## config.mk

```make
export PLATFORM = sky130hd
export DESIGN_NAME = wcmp_top
export DESIGN_NICKNAME = d
export VERILOG_FILES = /design/src/wcmp_pkg.sv /design/src/wcmp_chan.sv /design/src/wcmp_top.sv
export VERILOG_INCLUDE_DIRS = /design/src
export SDC_FILE = /design/constraint.sdc
export NUM_CORES = 1
export LEC_CHECK = 0
export BUFFER_PORTS_ARGS = -buffer_cell sky130_fd_sc_hd__buf_2
export CORE_MARGIN = 2
export CORE_UTILIZATION = 30
export CTS_BUF_LIST = sky130_fd_sc_hd__clkbuf_16
export DETAILED_ROUTE_END_ITERATION = 10
export PLACE_DENSITY = 0.44
export SKIP_CTS_REPAIR_TIMING = 1
export SYNTH_ARGS = -nofsm -noshare
export SYNTH_HDL_FRONTEND = slang
export SYNTH_SLANG_ARGS = --single-unit
```

## constraint.sdc

```tcl
create_clock -name I_CLK -period 9.4 [get_ports I_CLK]
set_input_delay 2.82 -clock I_CLK [delete_from_list [all_inputs] [get_ports I_CLK]]
set_output_delay 2.82 -clock I_CLK [all_outputs]
set_load 0.02 [all_outputs]
```

## src/wcmp_cfg.svh

```systemverilog
// wcmp_cfg.svh: constants of the analog window comparator
// assumes inclusion by the package and by each design file
`ifndef WCMP_CFG_SVH
`define WCMP_CFG_SVH

// full scale in permille, and the 4 mA point of a 0..20 mA reading
`define WCMP_FS 10'h3E8
`define WCMP_I4MA 10'h0C8
`define WCMP_PCT_MAX 7'h64
`define WCMP_HYS_MAX 4'hA

// terminal function codes
`define WCMP_FN_OPEN1 8'h1B
`define WCMP_FN_OPEN2 8'h1C
`define WCMP_FN_WIN1 8'h36
`define WCMP_FN_WIN2 8'h37

// register byte addresses
`define WCMP_A_CTRL 8'h00
`define WCMP_A_CFG1 8'h04
`define WCMP_A_CFG2 8'h08
`define WCMP_A_TERM 8'h0C
`define WCMP_A_STAT 8'h10
`define WCMP_A_ISTS 8'h14
`define WCMP_A_IMSK 8'h18
`define WCMP_A_VAL 8'h1C

// writable bits and reset values
`define WCMP_CFG_MASK 32'hFF0F_7F7F
`define WCMP_CFG_RST 32'h0000_0064
`define WCMP_TERM_MASK 32'h00FF_FFFF
`define WCMP_TERM_RST 32'h0000_0000
`define WCMP_CTRL_RST 2'h0
`define WCMP_IRQ_RST 4'h0

// interrupt event bits
`define WCMP_EV_RISE1 0
`define WCMP_EV_RISE2 1
`define WCMP_EV_FALL1 2
`define WCMP_EV_FALL2 3

// terminal index
`define WCMP_T_A 0
`define WCMP_T_B 1
`define WCMP_T_C 2

`endif

```

## src/wcmp_pkg.sv

```systemverilog
// wcmp_pkg.sv: types and shared arithmetic of the window comparator
// assumes wcmp_cfg.svh is on the include path
`default_nettype none
`include "wcmp_cfg.svh"

package wcmp_pkg;

	// permille of the input span
	typedef logic [9:0] wcmp_pm_t;

	typedef struct packed {
		logic sub_en;
		logic [6:0] substitute_level;
		logic [3:0] rsv2;
		logic [3:0] hysteresis;
		logic rsv1;
		logic [6:0] lower_limit;
		logic rsv0;
		logic [6:0] upper_limit;
	} wcmp_cfg_s;

	typedef struct packed {
		logic [7:0] rsv;
		logic [7:0] output_terminal_c_select;
		logic [7:0] output_terminal_b_select;
		logic [7:0] output_terminal_a_select;
	} wcmp_term_s;

	function automatic wcmp_pm_t pct2pm(input logic [6:0] p);
		pct2pm = 10'({p, 3'h0}) + 10'({p, 1'h0});
	endfunction

	// voltage spans 0..10 V, current 4..20 mA of a 0..20 mA reading
	function automatic wcmp_pm_t norm(input logic [9:0] raw, input logic cur);
		logic [9:0] d;
		logic [10:0] s;
		d = raw - `WCMP_I4MA;
		s = {1'b0, d} + {3'h0, d[9:2]};
		if (!cur)
			norm = (raw > `WCMP_FS) ? `WCMP_FS : raw;
		else if (raw < `WCMP_I4MA)
			norm = 10'h000;
		else
			norm = (s > {1'b0, `WCMP_FS}) ? `WCMP_FS : s[9:0];
	endfunction

	function automatic logic cfg_ok(input wcmp_cfg_s c);
		logic [7:0] need;
		need = {1'b0, c.lower_limit} + {3'h0, c.hysteresis, 1'b0};
		cfg_ok = (c.upper_limit <= `WCMP_PCT_MAX) && (c.hysteresis <= `WCMP_HYS_MAX)
			&& (c.substitute_level <= `WCMP_PCT_MAX) && ({1'b0, c.upper_limit} >= need);
	endfunction

endpackage

`default_nettype wire

```

## src/wcmp_chan.sv

```systemverilog
// wcmp_chan.sv: one input's window comparator and value selection
// assumes samples synchronous to i_clk, one strobe per new sample
`default_nettype none
`include "wcmp_cfg.svh"

module wcmp_chan (
	// clock and reset
	input wire logic i_clk,
	input wire logic i_rst,
	// sample and control
	input wire logic i_smp_vld,
	input wire logic [9:0] i_raw,
	input wire logic i_cur,
	input wire logic i_hold,
	input wire wcmp_pkg::wcmp_cfg_s i_cfg,
	// results
	output logic o_flag,
	output wcmp_pkg::wcmp_pm_t o_value
);
	import wcmp_pkg::*;

	wcmp_pm_t meas, up, lo, hy, sub, held, next_value;
	logic [10:0] lo_hy, v_hy, up_hy;
	logic set_in, clr_out, next_flag;

	// no frequency start/end scaling enters the comparison
	assign meas = norm(i_raw, i_cur);
	assign up = pct2pm(i_cfg.upper_limit);
	assign lo = pct2pm(i_cfg.lower_limit);
	assign hy = pct2pm({3'h0, i_cfg.hysteresis});
	assign sub = pct2pm(i_cfg.substitute_level);
	assign lo_hy = {1'b0, lo} + {1'b0, hy};
	assign v_hy = {1'b0, meas} + {1'b0, hy};
	assign up_hy = {1'b0, up} + {1'b0, hy};
	// a limit at the span end needs no margin, else open/short never trips
	assign set_in = (lo == 10'h000 || {1'b0, meas} >= lo_hy)
		&& (up == `WCMP_FS || v_hy <= {1'b0, up});
	assign clr_out = (v_hy < {1'b0, lo}) || ({1'b0, meas} > up_hy);
	assign next_flag = o_flag ? !clr_out : set_in;
	assign next_value = i_hold ? held :
		(next_flag && i_cfg.sub_en) ? sub : meas;

	always_ff @(posedge i_clk or posedge i_rst) begin
		if (i_rst) begin
			o_flag <= 1'b0;
			o_value <= 10'h000;
			held <= 10'h000;
		end else if (i_smp_vld) begin
			o_flag <= next_flag;
			o_value <= next_value;
			if (!i_hold)
				held <= meas;
		end
	end
endmodule

`default_nettype wire

```

## src/wcmp_top.sv

```systemverilog
// wcmp_top.sv: two-input analog window comparator with APB registers
// assumes an APB master on I_CLK and samples synchronous to I_CLK
// Overview of operation
// each of three terminals selects open or window flag by code
// flag is set while the input lies inside its limit band
// hysteresis of 0 to 10 percent widens both thresholds
// each input has its own settings and its own comparator
// upper limit 0 to 100, at least lower plus twice hysteresis
// lower limit at most upper minus twice hysteresis
// hysteresis at most half the band between the limits
// while flagged, a configured substitute level replaces the value
// substitute disabled passes the measured value unchanged
// an active hold keeps the held value ahead of the substitute
// limits ignore the frequency start and end scaling
// percent refers to 0..10 V or 4..20 mA per input mode
// software sets the upper limit at the open-circuit level
// software sets the lower limit at the short-circuit level
// open wiring drops input to minimum, raising flag and substitute
// shorted wiring lifts input to maximum, raising flag and substitute
// flag leaves only past the edge plus hysteresis, enters inside it
// flags and selected value update together on each sample
//
// Design decisions made here: the register offsets and the APB slave port.
`default_nettype none
`include "wcmp_cfg.svh"

module wcmp_top (
	// clock and reset
	input wire logic I_CLK,
	input wire logic I_RST,
	// apb slave
	input wire logic I_PSEL,
	input wire logic I_PENABLE,
	input wire logic I_PWRITE,
	input wire logic [7:0] I_PADDR,
	input wire logic [31:0] I_PWDATA,
	output logic [31:0] O_PRDATA,
	output logic O_PREADY,
	output logic O_PSLVERR,
	// analog samples
	input wire logic [9:0] I_ANALOG_INPUT_ONE,
	input wire logic [9:0] I_ANALOG_INPUT_TWO,
	input wire logic I_SMP_VLD,
	input wire logic I_ANALOG_VALUE_HOLD,
	// selected values
	output wcmp_pkg::wcmp_pm_t O_VALUE_ONE,
	output wcmp_pkg::wcmp_pm_t O_VALUE_TWO,
	// flags
	output logic O_INPUT_ONE_WINDOW_FLAG,
	output logic O_INPUT_TWO_WINDOW_FLAG,
	output logic O_INPUT_ONE_OPEN_FLAG,
	output logic O_INPUT_TWO_OPEN_FLAG,
	// output terminals a, b, c
	output logic [2:0] O_TERM,
	// interrupt
	output logic O_IRQ
);
	import wcmp_pkg::*;

	function automatic logic route(input logic [7:0] code, input logic f1,
		input logic f2);
		logic r;
		r = 1'b0;
		unique case (code)
			`WCMP_FN_OPEN1, `WCMP_FN_WIN1: begin
				r = f1;
			end
			`WCMP_FN_OPEN2, `WCMP_FN_WIN2: begin
				r = f2;
			end
			default: begin
				r = 1'b0;
			end
		endcase
		route = r;
	endfunction

	// registers
	logic [1:0] ctrl;
	wcmp_cfg_s cfg1;
	wcmp_cfg_s cfg2;
	wcmp_term_s term;
	logic [3:0] ists;
	logic [3:0] imsk;
	logic [2:0] term_q;
	logic flag1_q;
	logic flag2_q;

	// bus decode
	logic acc;
	logic wr;
	logic sel_ctrl;
	logic sel_cfg1;
	logic sel_cfg2;
	logic sel_term;
	logic sel_stat;
	logic sel_ists;
	logic sel_imsk;
	logic sel_val;
	logic hit;
	logic wr_cfg1;
	logic wr_cfg2;
	logic ok1;
	logic ok2;
	logic err;
	wcmp_cfg_s new_cfg;

	// channel results
	logic flag1;
	logic flag2;
	wcmp_pm_t val1;
	wcmp_pm_t val2;

	// events and next values
	logic [3:0] ev;
	logic [3:0] w1c;
	logic [3:0] next_ists;
	logic [2:0] next_term;

	assign acc = I_PSEL & I_PENABLE;
	assign wr = acc & I_PWRITE;

	assign sel_ctrl = (I_PADDR == `WCMP_A_CTRL);
	assign sel_cfg1 = (I_PADDR == `WCMP_A_CFG1);
	assign sel_cfg2 = (I_PADDR == `WCMP_A_CFG2);
	assign sel_term = (I_PADDR == `WCMP_A_TERM);
	assign sel_stat = (I_PADDR == `WCMP_A_STAT);
	assign sel_ists = (I_PADDR == `WCMP_A_ISTS);
	assign sel_imsk = (I_PADDR == `WCMP_A_IMSK);
	assign sel_val = (I_PADDR == `WCMP_A_VAL);
	assign hit = sel_ctrl | sel_cfg1 | sel_cfg2 | sel_term
		| sel_stat | sel_ists | sel_imsk | sel_val;

	// a setting outside its legal range is refused whole, old value kept
	assign new_cfg = wcmp_cfg_s'(I_PWDATA & `WCMP_CFG_MASK);
	assign ok1 = cfg_ok(new_cfg);
	assign ok2 = cfg_ok(new_cfg);
	assign wr_cfg1 = wr & sel_cfg1;
	assign wr_cfg2 = wr & sel_cfg2;
	assign err = !hit | (wr_cfg1 & !ok1) | (wr_cfg2 & !ok2);

	// zero wait states; error only qualifies the access phase
	assign O_PREADY = 1'b1;
	assign O_PSLVERR = acc & err;

	assign O_PRDATA = !acc ? 32'h0000_0000 :
		sel_ctrl ? {30'h0, ctrl} :
		sel_cfg1 ? 32'(cfg1) :
		sel_cfg2 ? 32'(cfg2) :
		sel_term ? 32'(term) :
		sel_stat ? {28'h0, flag2, flag1, flag2, flag1} :
		sel_ists ? {28'h0, ists} :
		sel_imsk ? {28'h0, imsk} :
		sel_val ? {6'h0, val2, 6'h0, val1} :
		32'h0000_0000;

	// one comparator per input, each with its own settings
	wcmp_chan u_chan_one (
		.i_clk(I_CLK),
		.i_rst(I_RST),
		.i_smp_vld(I_SMP_VLD),
		.i_raw(I_ANALOG_INPUT_ONE),
		.i_cur(ctrl[0]),
		.i_hold(I_ANALOG_VALUE_HOLD),
		.i_cfg(cfg1),
		.o_flag(flag1),
		.o_value(val1)
	);

	wcmp_chan u_chan_two (
		.i_clk(I_CLK),
		.i_rst(I_RST),
		.i_smp_vld(I_SMP_VLD),
		.i_raw(I_ANALOG_INPUT_TWO),
		.i_cur(ctrl[1]),
		.i_hold(I_ANALOG_VALUE_HOLD),
		.i_cfg(cfg2),
		.o_flag(flag2),
		.o_value(val2)
	);

	// open and window flags share one comparator per input
	assign O_INPUT_ONE_WINDOW_FLAG = flag1;
	assign O_INPUT_TWO_WINDOW_FLAG = flag2;
	assign O_INPUT_ONE_OPEN_FLAG = flag1;
	assign O_INPUT_TWO_OPEN_FLAG = flag2;
	assign O_VALUE_ONE = val1;
	assign O_VALUE_TWO = val2;

	assign next_term[`WCMP_T_A] = route(term.output_terminal_a_select, flag1, flag2);
	assign next_term[`WCMP_T_B] = route(term.output_terminal_b_select, flag1, flag2);
	assign next_term[`WCMP_T_C] = route(term.output_terminal_c_select, flag1, flag2);
	assign O_TERM = term_q;

	// events: rise and fall of each flag
	assign ev = {flag2_q & !flag2, flag1_q & !flag1, flag2 & !flag2_q, flag1 & !flag1_q};
	assign w1c = (wr & sel_ists) ? I_PWDATA[3:0] : 4'h0;
	// a new event beats a clear in the same cycle
	assign next_ists = (ists & ~w1c) | ev;
	assign O_IRQ = |(ists & imsk);

	always_ff @(posedge I_CLK or posedge I_RST) begin
		if (I_RST) begin
			ctrl <= `WCMP_CTRL_RST;
			imsk <= `WCMP_IRQ_RST;
			term <= wcmp_term_s'(`WCMP_TERM_RST);
		end else if (wr) begin
			if (sel_ctrl)
				ctrl <= I_PWDATA[1:0];
			if (sel_imsk)
				imsk <= I_PWDATA[3:0];
			if (sel_term)
				term <= wcmp_term_s'(I_PWDATA & `WCMP_TERM_MASK);
		end
	end

	always_ff @(posedge I_CLK or posedge I_RST) begin
		if (I_RST) begin
			cfg1 <= wcmp_cfg_s'(`WCMP_CFG_RST);
			cfg2 <= wcmp_cfg_s'(`WCMP_CFG_RST);
		end else begin
			if (wr_cfg1 && ok1)
				cfg1 <= new_cfg;
			if (wr_cfg2 && ok2)
				cfg2 <= new_cfg;
		end
	end

	always_ff @(posedge I_CLK or posedge I_RST) begin
		if (I_RST) begin
			ists <= `WCMP_IRQ_RST;
			flag1_q <= 1'b0;
			flag2_q <= 1'b0;
			term_q <= 3'h0;
		end else begin
			ists <= next_ists;
			flag1_q <= flag1;
			flag2_q <= flag2;
			term_q <= next_term;
		end
	end
endmodule

`default_nettype wire

```

==> out/qor_table.md <==
| Metric | This run | Unit |
|:---|:---|:---|
| Max-slew headroom | 0.222 | - |
| Synthesized netlist cell count | 1518 | - |
| # rows | 77 | - |
| Proportion of synthesized area in mux cells | 0.0924 | - |
| Arr. time, crit path | 9.30 | ns |
| Core Box Area | 44300 | um^2 |
| Worst IR Drop VDD | 0.000131 | V |
| Yosys reg bits | 133 | - |
| Simple logic cell fraction of the synthesized area | 0.142 | - |
| Cell with the largest stage delay on the worst path | or4_4 | - |
| Sort of element at the start of the critical path | input port | - |
| Maximum level of the CTS H-tree | 4 | - |
| Wire length the detailed router placed on met1 | 23.9 | mm |
| Setup slack after layout | 0.391 | ns |
| Number of DRC markers in iteration 0 | 914 | - |
| Max frequency | 0.111 | GHz |
| Overall via count from detail_route | 12.4k | - |
| Pin slew with the least headroom to its limit | 1.16 | ns |
| Combined area of the multi-input logic cells | 9630 | um^2 |
| Syn Area/Cell | 8.90 | um^2 |
| Filler instances | 4625 | - |
| Total Nets Final | 1923 | - |
| N_diodes | 0 | - |
| Gp weighted congestion | 0.914 | - |
| Die Span Y | 216 | um |
| Setup slack of the worst register-to-register path | 3.94 | ns |
| Family with the most delay on the worst path | compound AO/OA/AOI/OAI gates | - |
| Remaining number of nets flagged by the antenna check after routing | 0 | - |
| Total clock buffers created by CTS | 17 | - |
| Category of the critical setup timing path | input port to flop | - |
| Top layer reached by signal wires | met4 | - |
| CP Data Required Time | 9.69 | ns |
| Fraction of synthesized cell area in xor and xnor cells | 0.0660 | - |
| Most repeated library cell on the critical path | nand2_1 | - |
| Initial standard-cell utilization of the core | 0.305 | - |
| Fraction of the mapped netlist area in adder cells | 0.185 | - |
| Routed wire length | 49.4 | mm |
| Length of the first detailed-routing pass in iterations | 5 | - |
| Portion of the post-synthesis area used by sequential elements | 0.247 | - |
| Total gr overflow | 0 | - |
| Overall die width | 216 | um |
| Hold crit path type | flop to flop | - |
| Worst stage delay on the critical path | 0.54 | ns |
| PwrDens | 115 | nW/um^2 |
| Met3 routed wirelength | 2.16 | mm |
| Combinational family with the most area after synthesis | compound AO/OA/AOI/OAI gates | - |
| Depth of the worst hold-timing path | 1 | - |
| Cell at the root of the clock tree | clkbuf_16 | - |
| Number of setup violations in the final report | 0 | - |
| Number of sinks driven by the clock tree | 133 | - |
| DRC viols | 0 | - |
| Synthesized-area fraction occupied by ao, oa, aoi and oai cells | 0.224 | - |
| Average wire length per cell after detail routing | 21.7 | um |
| Critical-path maximum fanout | 6 | - |
| Crit. path cell count | 31 | - |
| Clock Skew | 0.00941 | ns |
| Vias in the first global route | 12.0k | - |
| Final number of max-transition violations | 0 | - |
| Pin count of the biggest net entering global routing | 72 | - |
| Dominant synthesized flop cell | dfrtp_1 | - |
| Number of antenna violations at the first check in global routing | 0 | - |
| Area of the die | 46700 | um^2 |
| Power after layout | 1800 | uW |
| CTS max path bufs | 2 | - |
| Post-synthesis cell type count | 102 | - |
| Number of port buffers | 127 | - |
| Crit share post-route | 0.958 | - |
| CTS tree | done | - |
| Dpl hpwl | 39.4 | mm |
| Max-cap violation count | 0 | - |
| Source-to-sink clock delay at the later pin of the worst-skew pair | 0.43 | ns |
| Number of warning messages in the yosys log | 0 | - |
| Buffering stage count on the worst path with inverters included | 3 | - |
| Average vias per placed instance | 5.43 | - |
| Routed met2 length | 22.5 | mm |
| Layout cell share with drive strength beyond 1 | 0.218 | - |
| GRT Overall Usage | 0.212 | - |
| Clock-pin slew reported for the worst setup and hold paths after clock tree synthesis | 0.06 | ns |
| Number of cells traversed by the worst register-to-register path | 20 | - |
| Ys async rst share | 1.00 | - |
| Critical Path Sink Type | flop | - |
| Post-Synthesis Net Count | 1771 | - |
| Final critical delay including setup and external delays | 9.01 | ns |
| EDFF count, synth | 0 | - |
| Synth-to-layout area growth | 16.3 | % |
| Outcome | completed | - |
| Static leakage power | 0.00769 | uW |
| I/O pins | 129 | - |
| Wire length of the first global-routing pass | 75.4 | mm |
| Footprint of the flip-flops and latches | 3340 | um^2 |
| Post-synthesis cell area | 13500 | um^2 |
| Worst slack at placement | -0.103 | ns |
| Fin Hold WS | 0.465 | ns |
| Final Hold Viols | 0 | - |
## kinds of logic (layout without fill, tap and decap cells)
logic type      Yosys count  in the layout
compound gates          437            437
simple gates            402            402
fa+ha+maj               190            190
buf+inv                 146            311
flops                   133            133
mux                     108            108
xor+xnor                101            101
other cells               1              1
## synthesized netlist by cell type (all sizes together), types with 7 or more instances
library cell  instances  area, um^2
a211o                 7        61.3
a211oi               12        90.1
a21boi                7        56.3
a21o                 56         423
a21oi                84         420
a22o                 12         105
a22oi                42         320
a31o                  7        61.3
a31oi                21         153
and2                 12        78.8
and3                 11        70.1
buf                  16        96.4
clkbuf               35         133
dfrtp               127        3180
fa                   17         340
ha                  169        2110
inv                  95         357
mux2                 94        1060
mux2i                10         100
nand2               141         529
nand2b               14        87.6
nand3                23         115
nand4                 8        50.1
nor2                 97         364
nor2b                34         213
nor3                 26         135
o211ai               11        87.6
o21a                 24         180
o21ai                81         409
o21bai               15         113
xnor2                62         551
xor2                 39         342
## placed cells by master, fill, tap and decap left out, types with 9 or more instances in the layout
| cell type | instances |
|---|---|
| buf_4 | 57 |
| a21oi_1 | 84 |
| fa_1 | 17 |
| a22o_1 | 12 |
| inv_1 | 93 |
| nand3_1 | 23 |
| a22oi_1 | 41 |
| nand2b_1 | 14 |
| dfrtp_1 | 127 |
| o211ai_1 | 10 |
| xnor2_1 | 60 |
| nand2_1 | 140 |
| clkbuf_16 | 17 |
| mux2i_1 | 10 |
| a21o_1 | 54 |
| mux2_2 | 94 |
| a31oi_1 | 19 |
| nor2_1 | 97 |
| buf_2 | 127 |
| and2_1 | 9 |
| nor2b_1 | 33 |
| o21ai_0 | 72 |
| nor3_1 | 25 |
| o21a_1 | 24 |
| xor2_1 | 39 |
| and3_1 | 10 |
| o21bai_1 | 15 |
| a211oi_1 | 11 |
| ha_1 | 167 |
## routing by layer
layer	up-vias	GRT usage
met3	46	0.0274
met2	348	0.338
met4	0	0.0482
li1	5858	-
met1	6101	0.305
met5	-	0
## metrics by stage
step | util | cells | area (um^2) | TNS (ns)
6_report | 0.354 | 2275 | 15700 | 0
4_1_cts | 0.353 | 2273 | 15700 | 0
2_1_floorplan | - | 1518 | 13500 | 0
3_5_place_dp | 0.340 | 2241 | 15100 | -0.545
3_3_place_gp | 0.340 | 2241 | 15100 | 0
5_1_grt | 0.354 | 2275 | 15700 | -0.00550
## path summary, 6_finish.rpt
check / endpoint / from
setup / recovery: u_chan_one.o_value[9]$_DFFE_PP0P_ / I_ANALOG_INPUT_ONE[4]
min in group asynchronous: term[13]$_DFFE_PP0P_ / I_RST
max in group asynchronous: cfg1[17]$_DFFE_PP0P_ / I_RST
hold / removal: ists[1]$_DFF_PP0_ / flag2_q$_DFF_PP0_
setup reg to reg: u_chan_two.o_value[2]$_DFFE_PP0P_ / ctrl[1]$_DFFE_PP0P_
hold reg to reg: ists[1]$_DFF_PP0_ / flag2_q$_DFF_PP0_
## area by class of cell
type | count | share of cell area
timing repair buffer | 184 | 0.0677
sequential | 133 | 0.212
clock buffer | 17 | 0.0271
multi-input combinational | 1239 | 0.613
inverter | 95 | 0.0230
clock inverter | 15 | 0.00988
tap | 592 | 0.0472
## registers in the layout, indices dropped and copies added, names as in the netlist
| register | flops |
|---|---|
| cfg1 | 26 |
| ctrl | 2 |
| term | 24 |
| u_chan_one.o_value | 10 |
| u_chan_two.o_flag | 1 |
| imsk | 4 |
| flag1_q | 1 |
| u_chan_two.held | 10 |
| ists | 4 |
| u_chan_one.o_flag | 1 |
| cfg2 | 26 |
| u_chan_one.held | 10 |
| u_chan_two.o_value | 10 |
| O_TERM | 3 |
| flag2_q | 1 |
## power by group
group / total [uW] / internal (uW) / switching (uW)
Sequential: 640 / 600 / 40.4
Combinational: 481 / 188 / 293
Clock: 682 / 393 / 290
Total: 1800 / 1180 / 623
Note: power is estimated with default switching activity, not from simulation.
